===== src/logic/triggered_pulse_timer_defs.vh =====
// constants for the triggered pulse timer: register offsets, field
// positions, mode codes and reset values.
// assumes byte addresses on an 8-bit APB address, 32-bit data.
`ifndef TRIGGERED_PULSE_TIMER_DEFS_VH
`define TRIGGERED_PULSE_TIMER_DEFS_VH

////////////////////////////////////////////////////////////////////////
// register byte offsets
`define TPT_OFS_CTRL 8'h00
`define TPT_OFS_PERIOD 8'h04
`define TPT_OFS_DUTY 8'h08
`define TPT_OFS_COUNT 8'h0c
`define TPT_OFS_STATUS 8'h10

////////////////////////////////////////////////////////////////////////
// control register fields
`define TPT_CTRL_CE_BIT 0
`define TPT_CTRL_MODE_LSB 1
`define TPT_CTRL_MODE_MSB 3
`define TPT_CTRL_SWTRIG_BIT 4
`define TPT_CTRL_EDGE_LSB 5
`define TPT_CTRL_EDGE_MSB 6

// status register fields
`define TPT_STAT_PERIOD_BIT 0
`define TPT_STAT_DUTY_BIT 1
`define TPT_STAT_RUN_BIT 2
`define TPT_STAT_ARM_BIT 3

////////////////////////////////////////////////////////////////////////
// mode codes
`define TPT_MODE_TRIG_PWM 3'h2
`define TPT_MODE_ONE_SHOT 3'h3

// trigger edge select codes
`define TPT_EDGE_NONE 2'h0
`define TPT_EDGE_RISE 2'h1
`define TPT_EDGE_FALL 2'h2
`define TPT_EDGE_BOTH 2'h3

////////////////////////////////////////////////////////////////////////
// values
`define TPT_CNT_MAX 16'hffff
`define TPT_CNT_ZERO 16'h0000
`define TPT_CNT_ONE 16'h0001
`define TPT_CMP_RESET 16'h0000
`define TPT_MODE_RESET 3'h0
`define TPT_EDGE_RESET 2'h1
`define TPT_DATA_ZERO 32'h0000_0000

`endif


===== src/logic/triggered_pulse_timer.v =====
// triggered pulse timer: one 16-bit channel with triggered pwm and
// one-shot modes, software-visible over an APB slave.
// assumes trigger_input is asynchronous to sys_clk and that software
// keeps the compare write ordering described below.
// the count clock is sys_clk divided by CLK_DIV, one tick per CLK_DIV edges.
//
// Functional notes
// [RL1] mode 010: every trigger zeroes and restarts the counter, output active.
// [RL2] software writes duty compare last; only that write arms the reload.
// [RL3] after a duty write both compare values load into buffers at clear.
// [RL4] period-only change: write period then rewrite duty with same value.
// [RL5] no further compare writes until the period match after a duty write.
// [RL6] duty zero gives 0% output; duty match still fires each cycle.
// [RL7] duty equal period plus one gives 100%; impossible at maximum period.
// [RL8] trigger after duty match: clear, output active, shorter inactive time.
// [RL9] trigger before duty match: no duty irq, output stays active.
// [RL10] trigger after period match: clear and count, active time extended.
// [RL11] trigger before period match: no period irq, clear, output active.
// [RL12] pwm duty match irq fires while count equals duty value.
// [RL13] mode 011: setting count enable waits for a trigger.
// [RL14] one-shot trigger moves counter from maximum to zero, starts pulse.
// [RL15] pulse end parks counter at maximum; triggers during pulse ignored.
// [RL16] one-shot delay is duty counts, width is period minus duty plus one.
// [RL17] one-shot period irq on count after period match; duty irq at equality.
// [RL18] trigger is a valid input edge or a software write of one.
// [RL19] one-shot toggle output active while counting, inactive while waiting.
// [RL20] current count readable at any time.
// [RL21] software stops counting before lowering a compare value.
// [RL22] one-shot compare rewrites act at once; overshoot wraps through zero.
// [RL23] one-shot duty irq coincides with the pulse output transition.
// [RL24] clearing count enable stops counter, both outputs go inactive.
`timescale 1ns/1ps
`default_nettype none
`include "triggered_pulse_timer_defs.vh"

module triggered_pulse_timer #(
  parameter [7:0] CLK_DIV = 8'h01
) (
  // clock and reset
  input wire sys_clk,
  input wire rst_b,
  // apb slave
  input wire [7:0] paddr,
  input wire psel,
  input wire penable,
  input wire pwrite,
  input wire [31:0] pwdata,
  output reg [31:0] prdata,
  output reg pready,
  output reg pslverr,
  // pins
  input wire trigger_input,
  output reg pulse_output,
  output reg toggle_output,
  // match events
  output reg period_match_irq,
  output reg duty_match_irq
);

  ////////////////////////////////////////////////////////////////////////
  // software registers
  reg ce_reg;
  reg ce_prev_reg;
  reg [2:0] mode_reg;
  reg [1:0] edge_sel_reg;
  reg [15:0] period_compare_reg;
  reg [15:0] duty_compare_reg;
  reg period_flag_reg;
  reg duty_flag_reg;

  // channel state
  reg [15:0] cnt_reg;
  reg [15:0] cnt_next;
  reg run_reg;
  reg run_next;
  reg [15:0] period_buf_reg;
  reg [15:0] period_buf_next;
  reg [15:0] duty_buf_reg;
  reg [15:0] duty_buf_next;
  reg arm_reg;
  reg arm_next;
  reg pulse_next;
  reg toggle_next;
  reg pirq_next;
  reg dirq_next;
  reg cleared;
  reg trig_pend_reg;

  // divider and trigger sync
  // three stages: two against metastability, the third for edge detection
  reg [7:0] div_cnt_reg;
  reg tick_reg;
  reg trig_s1_reg;
  reg trig_s2_reg;
  reg trig_s3_reg;

  // apb decode; pready only gates the first cycle after reset
  wire [7:0] clk_div_m1 = CLK_DIV - 8'h01;
  wire setup_ph = psel & ~penable;
  wire wr_en = psel & penable & pwrite & pready;
  wire wr_ctrl = wr_en & (paddr == `TPT_OFS_CTRL);
  wire wr_period = wr_en & (paddr == `TPT_OFS_PERIOD);
  wire wr_duty = wr_en & (paddr == `TPT_OFS_DUTY);
  wire wr_status = wr_en & (paddr == `TPT_OFS_STATUS);

  // codes other than the two pulse modes keep the channel parked
  wire ce_rise = ce_reg & ~ce_prev_reg;
  wire is_pwm = (mode_reg == `TPT_MODE_TRIG_PWM);
  wire is_one = (mode_reg == `TPT_MODE_ONE_SHOT);

  ////////////////////////////////////////////////////////////////////////
  // count clock enable from divider
  // a CLK_DIV of one gives a tick on every edge
  always @(posedge sys_clk or negedge rst_b) begin
    if (!rst_b) begin
      div_cnt_reg <= 8'h00;
      tick_reg <= 1'b0;
    end else if (div_cnt_reg >= clk_div_m1) begin
      div_cnt_reg <= 8'h00;
      tick_reg <= 1'b1;
    end else begin
      div_cnt_reg <= div_cnt_reg + 8'h01;
      tick_reg <= 1'b0;
    end
  end

  ////////////////////////////////////////////////////////////////////////
  // trigger detection; s1 feeds only s2
  wire rise_seen = trig_s2_reg & ~trig_s3_reg;
  wire fall_seen = ~trig_s2_reg & trig_s3_reg;
  reg ext_edge;
  always @* begin
    case (edge_sel_reg)
      `TPT_EDGE_RISE: ext_edge = rise_seen;
      `TPT_EDGE_FALL: ext_edge = fall_seen;
      `TPT_EDGE_BOTH: ext_edge = rise_seen | fall_seen;
      default: ext_edge = 1'b0;
    endcase
  end

  // triggers with count enable low are dropped, not queued
  wire soft_trig = wr_ctrl & pwdata[`TPT_CTRL_SWTRIG_BIT];
  wire new_trig = ce_reg & (ext_edge | soft_trig); // RL18

  always @(posedge sys_clk or negedge rst_b) begin
    if (!rst_b) begin
      trig_s1_reg <= 1'b0;
      trig_s2_reg <= 1'b0;
      trig_s3_reg <= 1'b0;
      trig_pend_reg <= 1'b0;
    end else begin
      trig_s1_reg <= trigger_input;
      trig_s2_reg <= trig_s1_reg;
      trig_s3_reg <= trig_s2_reg;
      // held until the next count tick or until count enable drops; a new edge wins over consumption
      if (new_trig)
        trig_pend_reg <= 1'b1;
      else if (tick_reg | ~ce_reg)
        trig_pend_reg <= 1'b0;
    end
  end

  ////////////////////////////////////////////////////////////////////////
  // channel next state
  always @* begin
    cnt_next = cnt_reg;
    run_next = run_reg;
    period_buf_next = period_buf_reg;
    duty_buf_next = duty_buf_reg;
    arm_next = arm_reg;
    pulse_next = pulse_output;
    toggle_next = toggle_output;
    pirq_next = 1'b0;
    dirq_next = 1'b0;
    cleared = 1'b0;

    if (!ce_reg) begin
      cnt_next = `TPT_CNT_MAX; // RL24
      run_next = 1'b0;
      pulse_next = 1'b0;
      toggle_next = 1'b0;
    end else if (ce_rise) begin
      // wait for trigger with counter parked
      // buffers take the live compare values so the first cycle is defined
      cnt_next = `TPT_CNT_MAX; // RL13
      run_next = 1'b0;
      period_buf_next = period_compare_reg;
      duty_buf_next = duty_compare_reg;
      arm_next = 1'b0;
      pulse_next = 1'b0;
      toggle_next = 1'b0;
    end else if (is_pwm) begin
      // parked until the first trigger, as in the one-shot mode
      if (tick_reg) begin
        if (trig_pend_reg) begin
          // restart wins over either match, which suppresses its irq
          cnt_next = `TPT_CNT_ZERO; // RL1 RL9 RL11
          run_next = 1'b1;
          cleared = 1'b1;
        end else if (run_reg && cnt_reg == period_buf_reg) begin
          cnt_next = `TPT_CNT_ZERO;
          pirq_next = 1'b1; // RL10
          cleared = 1'b1;
        end else if (run_reg) begin
          cnt_next = cnt_reg + `TPT_CNT_ONE;
        end

        // every clear inverts the toggle pin and applies an armed reload
        if (cleared) begin
          toggle_next = ~toggle_output;
          if (arm_reg) begin
            period_buf_next = period_compare_reg; // RL3
            duty_buf_next = duty_compare_reg;
            arm_next = 1'b0;
          end
        end
        if (run_next) begin
          // active while count below duty: 0% at zero, 100% at period+1
          pulse_next = (cnt_next < duty_buf_next); // RL6 RL7 RL8
          dirq_next = (cnt_next == duty_buf_next); // RL12
        end
      end
    end else if (is_one) begin
      // compare values follow the registers with no staging
      // lowering one while running can overshoot, so software stops first
      period_buf_next = period_compare_reg; // RL22
      duty_buf_next = duty_compare_reg;
      if (tick_reg) begin
        if (!run_reg) begin
          if (trig_pend_reg) begin
            cnt_next = `TPT_CNT_ZERO; // RL14
            run_next = 1'b1;
          end
        end else if (cnt_reg == period_buf_next) begin
          cnt_next = `TPT_CNT_MAX; // RL15
          run_next = 1'b0;
          pirq_next = 1'b1; // RL17
        end else begin
          // plain 16-bit wrap when a lowered compare was overshot
          cnt_next = cnt_reg + `TPT_CNT_ONE; // RL22
        end

        // pulse set at the duty match and held until the stop
        pulse_next = run_next & (pulse_output | (cnt_next == duty_buf_next)); // RL16
        dirq_next = run_next & (cnt_next == duty_buf_next); // RL23
        toggle_next = run_next; // RL19
      end
    end else begin
      cnt_next = `TPT_CNT_MAX;
      run_next = 1'b0;
      pulse_next = 1'b0;
      toggle_next = 1'b0;
    end
  end

  // every output of the channel leaves from this register bank
  always @(posedge sys_clk or negedge rst_b) begin
    if (!rst_b) begin
      cnt_reg <= `TPT_CNT_MAX;
      run_reg <= 1'b0;
      period_buf_reg <= `TPT_CMP_RESET;
      duty_buf_reg <= `TPT_CMP_RESET;
      arm_reg <= 1'b0;
      pulse_output <= 1'b0;
      toggle_output <= 1'b0;
      period_match_irq <= 1'b0;
      duty_match_irq <= 1'b0;
      ce_prev_reg <= 1'b0;
    end else begin
      cnt_reg <= cnt_next;
      run_reg <= run_next;
      period_buf_reg <= period_buf_next;
      duty_buf_reg <= duty_buf_next;
      // a duty write in the transfer cycle stays armed
      arm_reg <= arm_next | (wr_duty & ce_reg & is_pwm); // RL2 RL3
      pulse_output <= pulse_next;
      toggle_output <= toggle_next;
      period_match_irq <= pirq_next;
      duty_match_irq <= dirq_next;
      ce_prev_reg <= ce_reg;
    end
  end

  ////////////////////////////////////////////////////////////////////////
  // register writes
  always @(posedge sys_clk or negedge rst_b) begin
    if (!rst_b) begin
      ce_reg <= 1'b0;
      mode_reg <= `TPT_MODE_RESET;
      edge_sel_reg <= `TPT_EDGE_RESET;
      period_compare_reg <= `TPT_CMP_RESET;
      duty_compare_reg <= `TPT_CMP_RESET;
    end else begin
      if (wr_ctrl) begin
        // the soft trigger bit is not stored and reads back as zero
        ce_reg <= pwdata[`TPT_CTRL_CE_BIT];
        mode_reg <= pwdata[`TPT_CTRL_MODE_MSB:`TPT_CTRL_MODE_LSB];
        edge_sel_reg <= pwdata[`TPT_CTRL_EDGE_MSB:`TPT_CTRL_EDGE_LSB];
      end
      if (wr_period)
        period_compare_reg <= pwdata[15:0];
      if (wr_duty)
        duty_compare_reg <= pwdata[15:0];
    end
  end

  // sticky match flags, write one to clear; a new event beats the clear
  // software sees these only through the status word
  always @(posedge sys_clk or negedge rst_b) begin
    if (!rst_b) begin
      period_flag_reg <= 1'b0;
      duty_flag_reg <= 1'b0;
    end else begin
      if (pirq_next)
        period_flag_reg <= 1'b1;
      else if (wr_status & pwdata[`TPT_STAT_PERIOD_BIT])
        period_flag_reg <= 1'b0;
      if (dirq_next)
        duty_flag_reg <= 1'b1;
      else if (wr_status & pwdata[`TPT_STAT_DUTY_BIT])
        duty_flag_reg <= 1'b0;
    end
  end

  ////////////////////////////////////////////////////////////////////////
  // apb read path; data latched in setup, valid through the access cycle
  reg [31:0] rd_mux;
  reg rd_err;

  // count as of the setup cycle, one count older than the access
  always @* begin
    rd_mux = `TPT_DATA_ZERO;
    rd_err = 1'b0;
    case (paddr)
      `TPT_OFS_CTRL: begin
        rd_mux[`TPT_CTRL_CE_BIT] = ce_reg;
        rd_mux[`TPT_CTRL_MODE_MSB:`TPT_CTRL_MODE_LSB] = mode_reg;
        rd_mux[`TPT_CTRL_EDGE_MSB:`TPT_CTRL_EDGE_LSB] = edge_sel_reg;
      end
      `TPT_OFS_PERIOD: rd_mux[15:0] = period_compare_reg;
      `TPT_OFS_DUTY: rd_mux[15:0] = duty_compare_reg;
      `TPT_OFS_COUNT: begin
        rd_mux[15:0] = cnt_reg; // RL20
        rd_err = pwrite;
      end
      `TPT_OFS_STATUS: begin
        rd_mux[`TPT_STAT_PERIOD_BIT] = period_flag_reg;
        rd_mux[`TPT_STAT_DUTY_BIT] = duty_flag_reg;
        rd_mux[`TPT_STAT_RUN_BIT] = run_reg;
        rd_mux[`TPT_STAT_ARM_BIT] = arm_reg;
      end
      default: rd_err = 1'b1;
    endcase
  end

  always @(posedge sys_clk or negedge rst_b) begin
    if (!rst_b) begin
      prdata <= `TPT_DATA_ZERO;
      pready <= 1'b0;
      pslverr <= 1'b0;
    end else begin
      // low only in the first cycle after reset
      pready <= 1'b1;
      if (setup_ph) begin
        prdata <= pwrite ? `TPT_DATA_ZERO : rd_mux;
        pslverr <= rd_err;
      end else if (!psel) begin
        pslverr <= 1'b0;
      end
    end
  end

endmodule
`default_nettype wire


===== config.mk =====
export PLATFORM = sky130hd
export DESIGN_NAME = triggered_pulse_timer
export DESIGN_NICKNAME = d
export VERILOG_FILES = /design/src/logic/triggered_pulse_timer.v
export VERILOG_INCLUDE_DIRS = /design/src /design/src/logic
export SDC_FILE = /design/constraint.sdc
export NUM_CORES = 1
export LEC_CHECK = 0
export BUFFER_PORTS_ARGS = -buffer_cell sky130_fd_sc_hd__buf_4
export CORE_MARGIN = 3
export CORE_UTILIZATION = 60
export CTS_CLUSTER_SIZE = 10
export DETAILED_ROUTE_END_ITERATION = 7
export HOLD_SLACK_MARGIN = 0.03
export PLACE_DENSITY = 0.81
export SYNTH_ARGS = -nofsm -noshare
export SYNTH_HDL_FRONTEND = slang
export SYNTH_SLANG_ARGS = --single-unit

===== constraint.sdc =====
create_clock -name sys_clk -period 8.51 [get_ports sys_clk]
set_clock_uncertainty 0.1 [all_clocks]
set_input_delay 1.2765 -clock sys_clk [delete_from_list [all_inputs] [get_ports sys_clk]]
set_output_delay 1.2765 -clock sys_clk [all_outputs]
set_load 0.02 [all_outputs]

After elaboration in Yosys (flattened, before gate mapping)

Cells that the tools add are included.
Widths: inputs -> output; s select.

Output and inout port bits: 38
Logic and storage cells: 205
Bits in registers: 142
Bits of input ports: 46

Add/subtract/negate cells: 2
Reductions and logical operators: 12
Multiplexer cells: 112
$lt $le $gt $ge: 2
Bitwise gates (word level): 30
Equal/unequal tests: 21

Operators with widths:

| operator              | number |
|---|---|
| $mux 16               | 38 |
| $mux 1                | 67 |
| $eq 16x16->1          | 4 |
| $pmux 9 s3            | 1 |
| $pmux 4 s5            | 1 |
| $and 1x1->1           | 19 |
| $add 16x1->16 const B | 1 |
| $eq 8x4->1 const B    | 2 |
| $lt 16x16->1          | 1 |
| $reduce_and 3->1      | 3 |
| $add 8x1->8 const B   | 1 |
| $eq 8x3->1 const B    | 1 |
| $eq 8x5->1 const B    | 1 |
| $ge 8x1->1 const B    | 1 |
| $logic_not 8->1       | 1 |
| $mux 8                | 1 |
| $ne 4x3->1 const B    | 2 |
| $ne 4x4->1 const B    | 2 |
| $pmux 2 s4            | 1 |
| $eq 3x2->1 const B    | 2 |
| $ne 3x3->1 const B    | 2 |
| $not 1->1             | 6 |
| $pmux 1 s3            | 2 |
| $reduce_bool 2->1     | 3 |
| 11 further kinds      | 16 |

Longest topological paths before layout

Depth in word-level cells: 20
Mapped depth: 18

Worst setup path before layout

No wires, ideal clock.

Path type: flip-flop to flip-flop
Start point: register cnt_reg[4]
End point: register pulse_output
Path buffers: 3
Slack: 4,285 ps
Arrival time: 4,038 ps
Required time: 8,323 ps
Setup time: 87 ps
Cell stages (with the launch flop): 19
Cells stage by stage: dfstp_2 buf_2 xor2_1 nor4_1 nand2_1 o41ai_1 clkbuf_1 nand2_1 clkbuf_1 mux2i_1 ha_1 nor2b_1 o21a_1 o21a_1 o21ai_0 a21oi_1 a31oi_1 nor2_1 a211oi_2

Word-level cells in the longest chain between the ends: 19
Elaborated cells on any way between the ends: 48
Those cells by class: add/sub (1); order compare (1); eq/ne (3); mux (40); bitwise (2); reduce/logical (1)

Ends and longest elaborated chain:

| item                     | RTL line                    | RTL |
|---|---|---|
| start: declaration       | triggered_pulse_timer.v:72  | `reg [15:0] cnt_reg;` |
| start signal: assignment | triggered_pulse_timer.v:259 | `` cnt_reg <= `TPT_CNT_MAX; `` |
| start signal: assignment | triggered_pulse_timer.v:270 | `cnt_reg <= cnt_next;` |
| $eq 16x16->1             | triggered_pulse_timer.v:200 | `end else if (run_reg && cnt_reg == period_buf_reg) begin` |
| $logic_and 1x1->1        | triggered_pulse_timer.v:200 |  |
| $mux 1                   | triggered_pulse_timer.v:200 |  |
| $mux 1                   | triggered_pulse_timer.v:195 | `if (trig_pend_reg) begin` |
| $mux 1                   | triggered_pulse_timer.v:194 | `if (tick_reg) begin` |
| $mux 1                   | triggered_pulse_timer.v:192 | `end else if (is_pwm) begin` |
| $mux 1                   | triggered_pulse_timer.v:182 | `end else if (ce_rise) begin` |
| $mux 1                   | triggered_pulse_timer.v:177 | `if (!ce_reg) begin` |
| [... 3 more ...]         | n/a                         |  |
| $mux 16                  | triggered_pulse_timer.v:182 |  |
| $mux 16                  | triggered_pulse_timer.v:177 |  |
| $lt 16x16->1             | triggered_pulse_timer.v:219 | `pulse_next = (cnt_next < duty_buf_next);` |
| $mux 1                   | triggered_pulse_timer.v:217 | `if (run_next) begin` |
| $mux 1                   | triggered_pulse_timer.v:194 |  |
| $mux 1 (*)               | triggered_pulse_timer.v:192 |  |
| $mux 1 (*)               | triggered_pulse_timer.v:182 |  |
| $mux 1 (*)               | triggered_pulse_timer.v:177 |  |
| end signal: assignment   | triggered_pulse_timer.v:276 | `pulse_output <= pulse_next;` |
| end: declaration         | triggered_pulse_timer.v:53  | `output reg pulse_output,` |

Every way passes the cells marked *; elsewhere a longest branch is shown, timed or not. The select of a mux whose other input is x is not followed.
A chain may end at the register's enable or synchronous reset.

Worst setup path after layout

Start point: register cnt_reg[14]
End point: register pulse_output

The elaborated chain is that of the path after synthesis.

==> impl_metrics.csv <==
group,metric,value,unit
run_status,status,"completed",
detailed_routing,vias_per_cell,6.347,
clock_tree,cts_setup_buffers,0,
layout,antenna_cells,0,
timing,setup_slack,3513,ps
worst_setup_path,crit_type,"reg2reg",
synth,synth_top_family_by_area,"multiplexers",
synth,async_flop_share,1.000,
pwr,p_int,1007,µW
global_routing,grt_overflow,0,
synth,ys_types,67,
pwr,worst_ir_drop_vdd,0.1243,mV
die,die_y,118.4,µm
worst_setup_path,cp_data_required_time,8750,ps
detailed_routing,detail_route.wl_per_cell,21.25,µm
job,cap_violations,0,
synth,yosysMostFrequentCell,"dfrtp_1",
global_routing,antenna_found_initial,0,
synth,synth_top_cell_area_share,0.3304,
synth,postSynthCellCount,772,
clock_tree,cts_buffer_depth,2,
synth,synth_area,7574,µm²
detailed_routing,drt_wl_total,20620,µm
placement,gp_congestion,0.9806,
min_path,hold_class,"reg2reg",
synth,synth_compound_area_frac,0.1133,
clock_tree,cts_root_buf,"clkbuf_16",
synth,synth_edf_count,0,
synth,ys_top_cells_by_count,"dfrtp_1 (100), mux2_2 (84), nand2_1 (74)",
pwr,p_comb_frac,0.044,
worst_setup_path,crit_path_start_kind,"flip-flop",
timing,finalCritPeriodShare,0.5872,
global_routing,grt_start_max_net_pins,66,
timing,drv_slew,0,
clock_tree,cts_tree,"built",
die,rows,40,
detailed_routing,ant_nets,0,
clock_tree,cts.sinks,117,
timing,hold_violations,0,
timing,rsz0062_at_grt,"no",
worst_setup_path,crit_path_max_fanout,21,
timing,timing.fmax,0.2001,GHz
timing,setup_tns,0,ps
detailed_routing,drtIter0Drc,662,
clock_tree,cts_max_level,4,
global_routing,grt_pass1_vias,6104,
synth,synth-simple-area-share,0.1536,
synth,ys.flop_type,"dfrtp_1",
synth,synthTopCellsByArea,"dfrtp_1 (33%), mux2_2 (12%), dfstp_2 (5.9%), mux2i_1 (4.9%), xnor2_1 (4.3%)",
pwr,seq_power_share,0.436,
worst_setup_path,end_kind,"flip-flop",
layout,drive_above_1_share,0.2581,
detailed_routing,drtPass1Iterations,6,
placement,place_ws,3708,ps
synth,synth_fa_ha_area_frac,0.03139,
synth,ys_seq_elements,117,
clock_tree,insertion_delay,430,ps
synth,synth_area_leader_cell,"dfrtp_1",
clock_tree,cts.clk_slew.worst_paths,50,ps
timing,max-slew-margin-rel,0.2738,
placement,hpwl,13990,µm
layout,area_growth_syn_to_layout,10.47,%
global_routing,grt_pass1_wl,32740,µm
global_routing,grt.total_usage,0.2988,
clock_tree,ctsResizeCount,0,
detailed_routing,drc,0,
die,die_x,118.4,µm
worst_setup_path,crit_arrival,5240,ps
layout,nNetsFinal,855,
timing,tightestPinTransition,1087,ps
clock_tree,numCtsBuffers,17,
clock_tree,hold_buffers,0,
pwr,p_leak,0.003908,µW
synth,ys_seq_area_frac,0.3894,
pwr,switching_share,0.2262,
die,die-area,14010,µm²
synth,syn_area_per_cell,9.810,µm²
timing,setup_viol,0,
placement,io_buffers,51,
timing,fin_crit,4997,ps
synth,ys_warn_count,0,
die,fp.coreArea,12160,µm²
synth,synthMuxAreaShare,0.1797,
detailed_routing,vias,6157,
pwr,p_switching,294.4,µW
die,initial_core_util,0.6227,
die,pin_count,84,
synth,synth_xor_area_frac,0.06707,
pwr,powerDensity,155.6,nW/µm²
pwr,p_clk_frac,0.521,
-- metal layers --
| layer | vias to the layer above | routed length [µm] | GRT usage |
|---|---|---|---|
| met3 | 54 | 1831 | 0.07847 |
| met1 | 3038 | 8571 | 0.3981 |
| met4 | 0 | 522 | 0.1011 |
| met2 | 317 | 9690 | 0.4752 |
| met5 | - | 0 | 0 |
| li1 | 2748 | - | - |
-- metrics by stage --
step	cell area [µm²]	instances	util	hold WS [ps]	power (µW)
after floorplan	7630	787	-	231.2	606.6
after global placement	7818	939	0.6428	240.5	631.0
after detailed placement	7818	939	0.6428	245.1	632.9
after CTS	8367	970	0.6880	257.1	1305
after global routing	8367	970	0.6880	261.9	1341
final	8367	970	0.6880	253.8	1302
-- critical path, stage by stage, from the launching register on --
cell and delay, ps:
dfstp_2 680, xor2_1 130, nor4_1 360, nand2_1 150, o41ai_2 320, buf_4 340, nand2_1 700, mux2i_1 390
ha_1 310, a21oi_1 290, nor3_1 80, nor4b_1 270, o211ai_1 250, a31oi_1 250, a21oi_1 80, a211oi_2 210
-- path summary, 6_finish.rpt --
check	to	startpoint	slack, ps	depth (start not counted)
min	trig_s2_reg	trig_s1_reg	250	0
max reg2reg	pulse_output	cnt_reg[14]	3510	15
max	pulse_output	cnt_reg[14]	3510	15
max in group asynchronous	duty_compare_reg[11]	rst_b	6250	2
min reg2reg	trig_s2_reg	trig_s1_reg	250	0
min in group asynchronous	duty_buf_reg[3]	rst_b	790	1
-- power by group through the flow --
stage	registers [µW]	clock network [µW]	logic, µW
global route	567	711	62.5
global placement	576	0	55.2
floorplan	575	0	32.0
CTS	567	681	57.1
detailed placement	576	0	57.0
finish	567	678	56.9
-- cells in the final DEF, fill, tap and decap left out, drive strengths merged, types with 4 or more instances in the layout --
master / count
dfrtp: 100
mux2: 84
nand2: 75
nor2: 58
buf: 56
a21oi: 41
o21ai: 41
xnor2: 37
mux2i: 37
xor2: 21
clkbuf: 21
nand4: 20
ha: 19
conb: 17
dfstp: 17
o22ai: 14
nand3: 14
a22oi: 11
inv: 10
nor3: 10
nor2b: 8
nand2b: 7
and3: 7
or3: 6
nor4: 6
clkinv: 6
a31oi: 5
o211ai: 5
or2: 4
and2: 4
a21o: 4
o21a: 4
-- cell families (layout without fill, tap and decap cells) --
family                   after synthesis  count (layout)
adder cells (fa/ha/maj)               19              19
other                                  2              17
XOR/XNOR                              58              58
buffers and inverters                 82              97
multiplexers                         123             123
AND/OR/NAND/NOR                      231             231
AO/OA/AOI/OAI                        140             140
flip-flops                           117             117
-- area by class of cell --
class | count | area [µm²]
clock buffer | 21 | 440.4
clock inverter | 10 | 108.9
fill | 910 | 3795
inverter | 10 | 37.54
multi-input combinational | 588 | 4200
sequential | 117 | 2949
tap | 168 | 210.2
timing repair buffer | 56 | 420.4
Power figures use the tool's default switching activity.
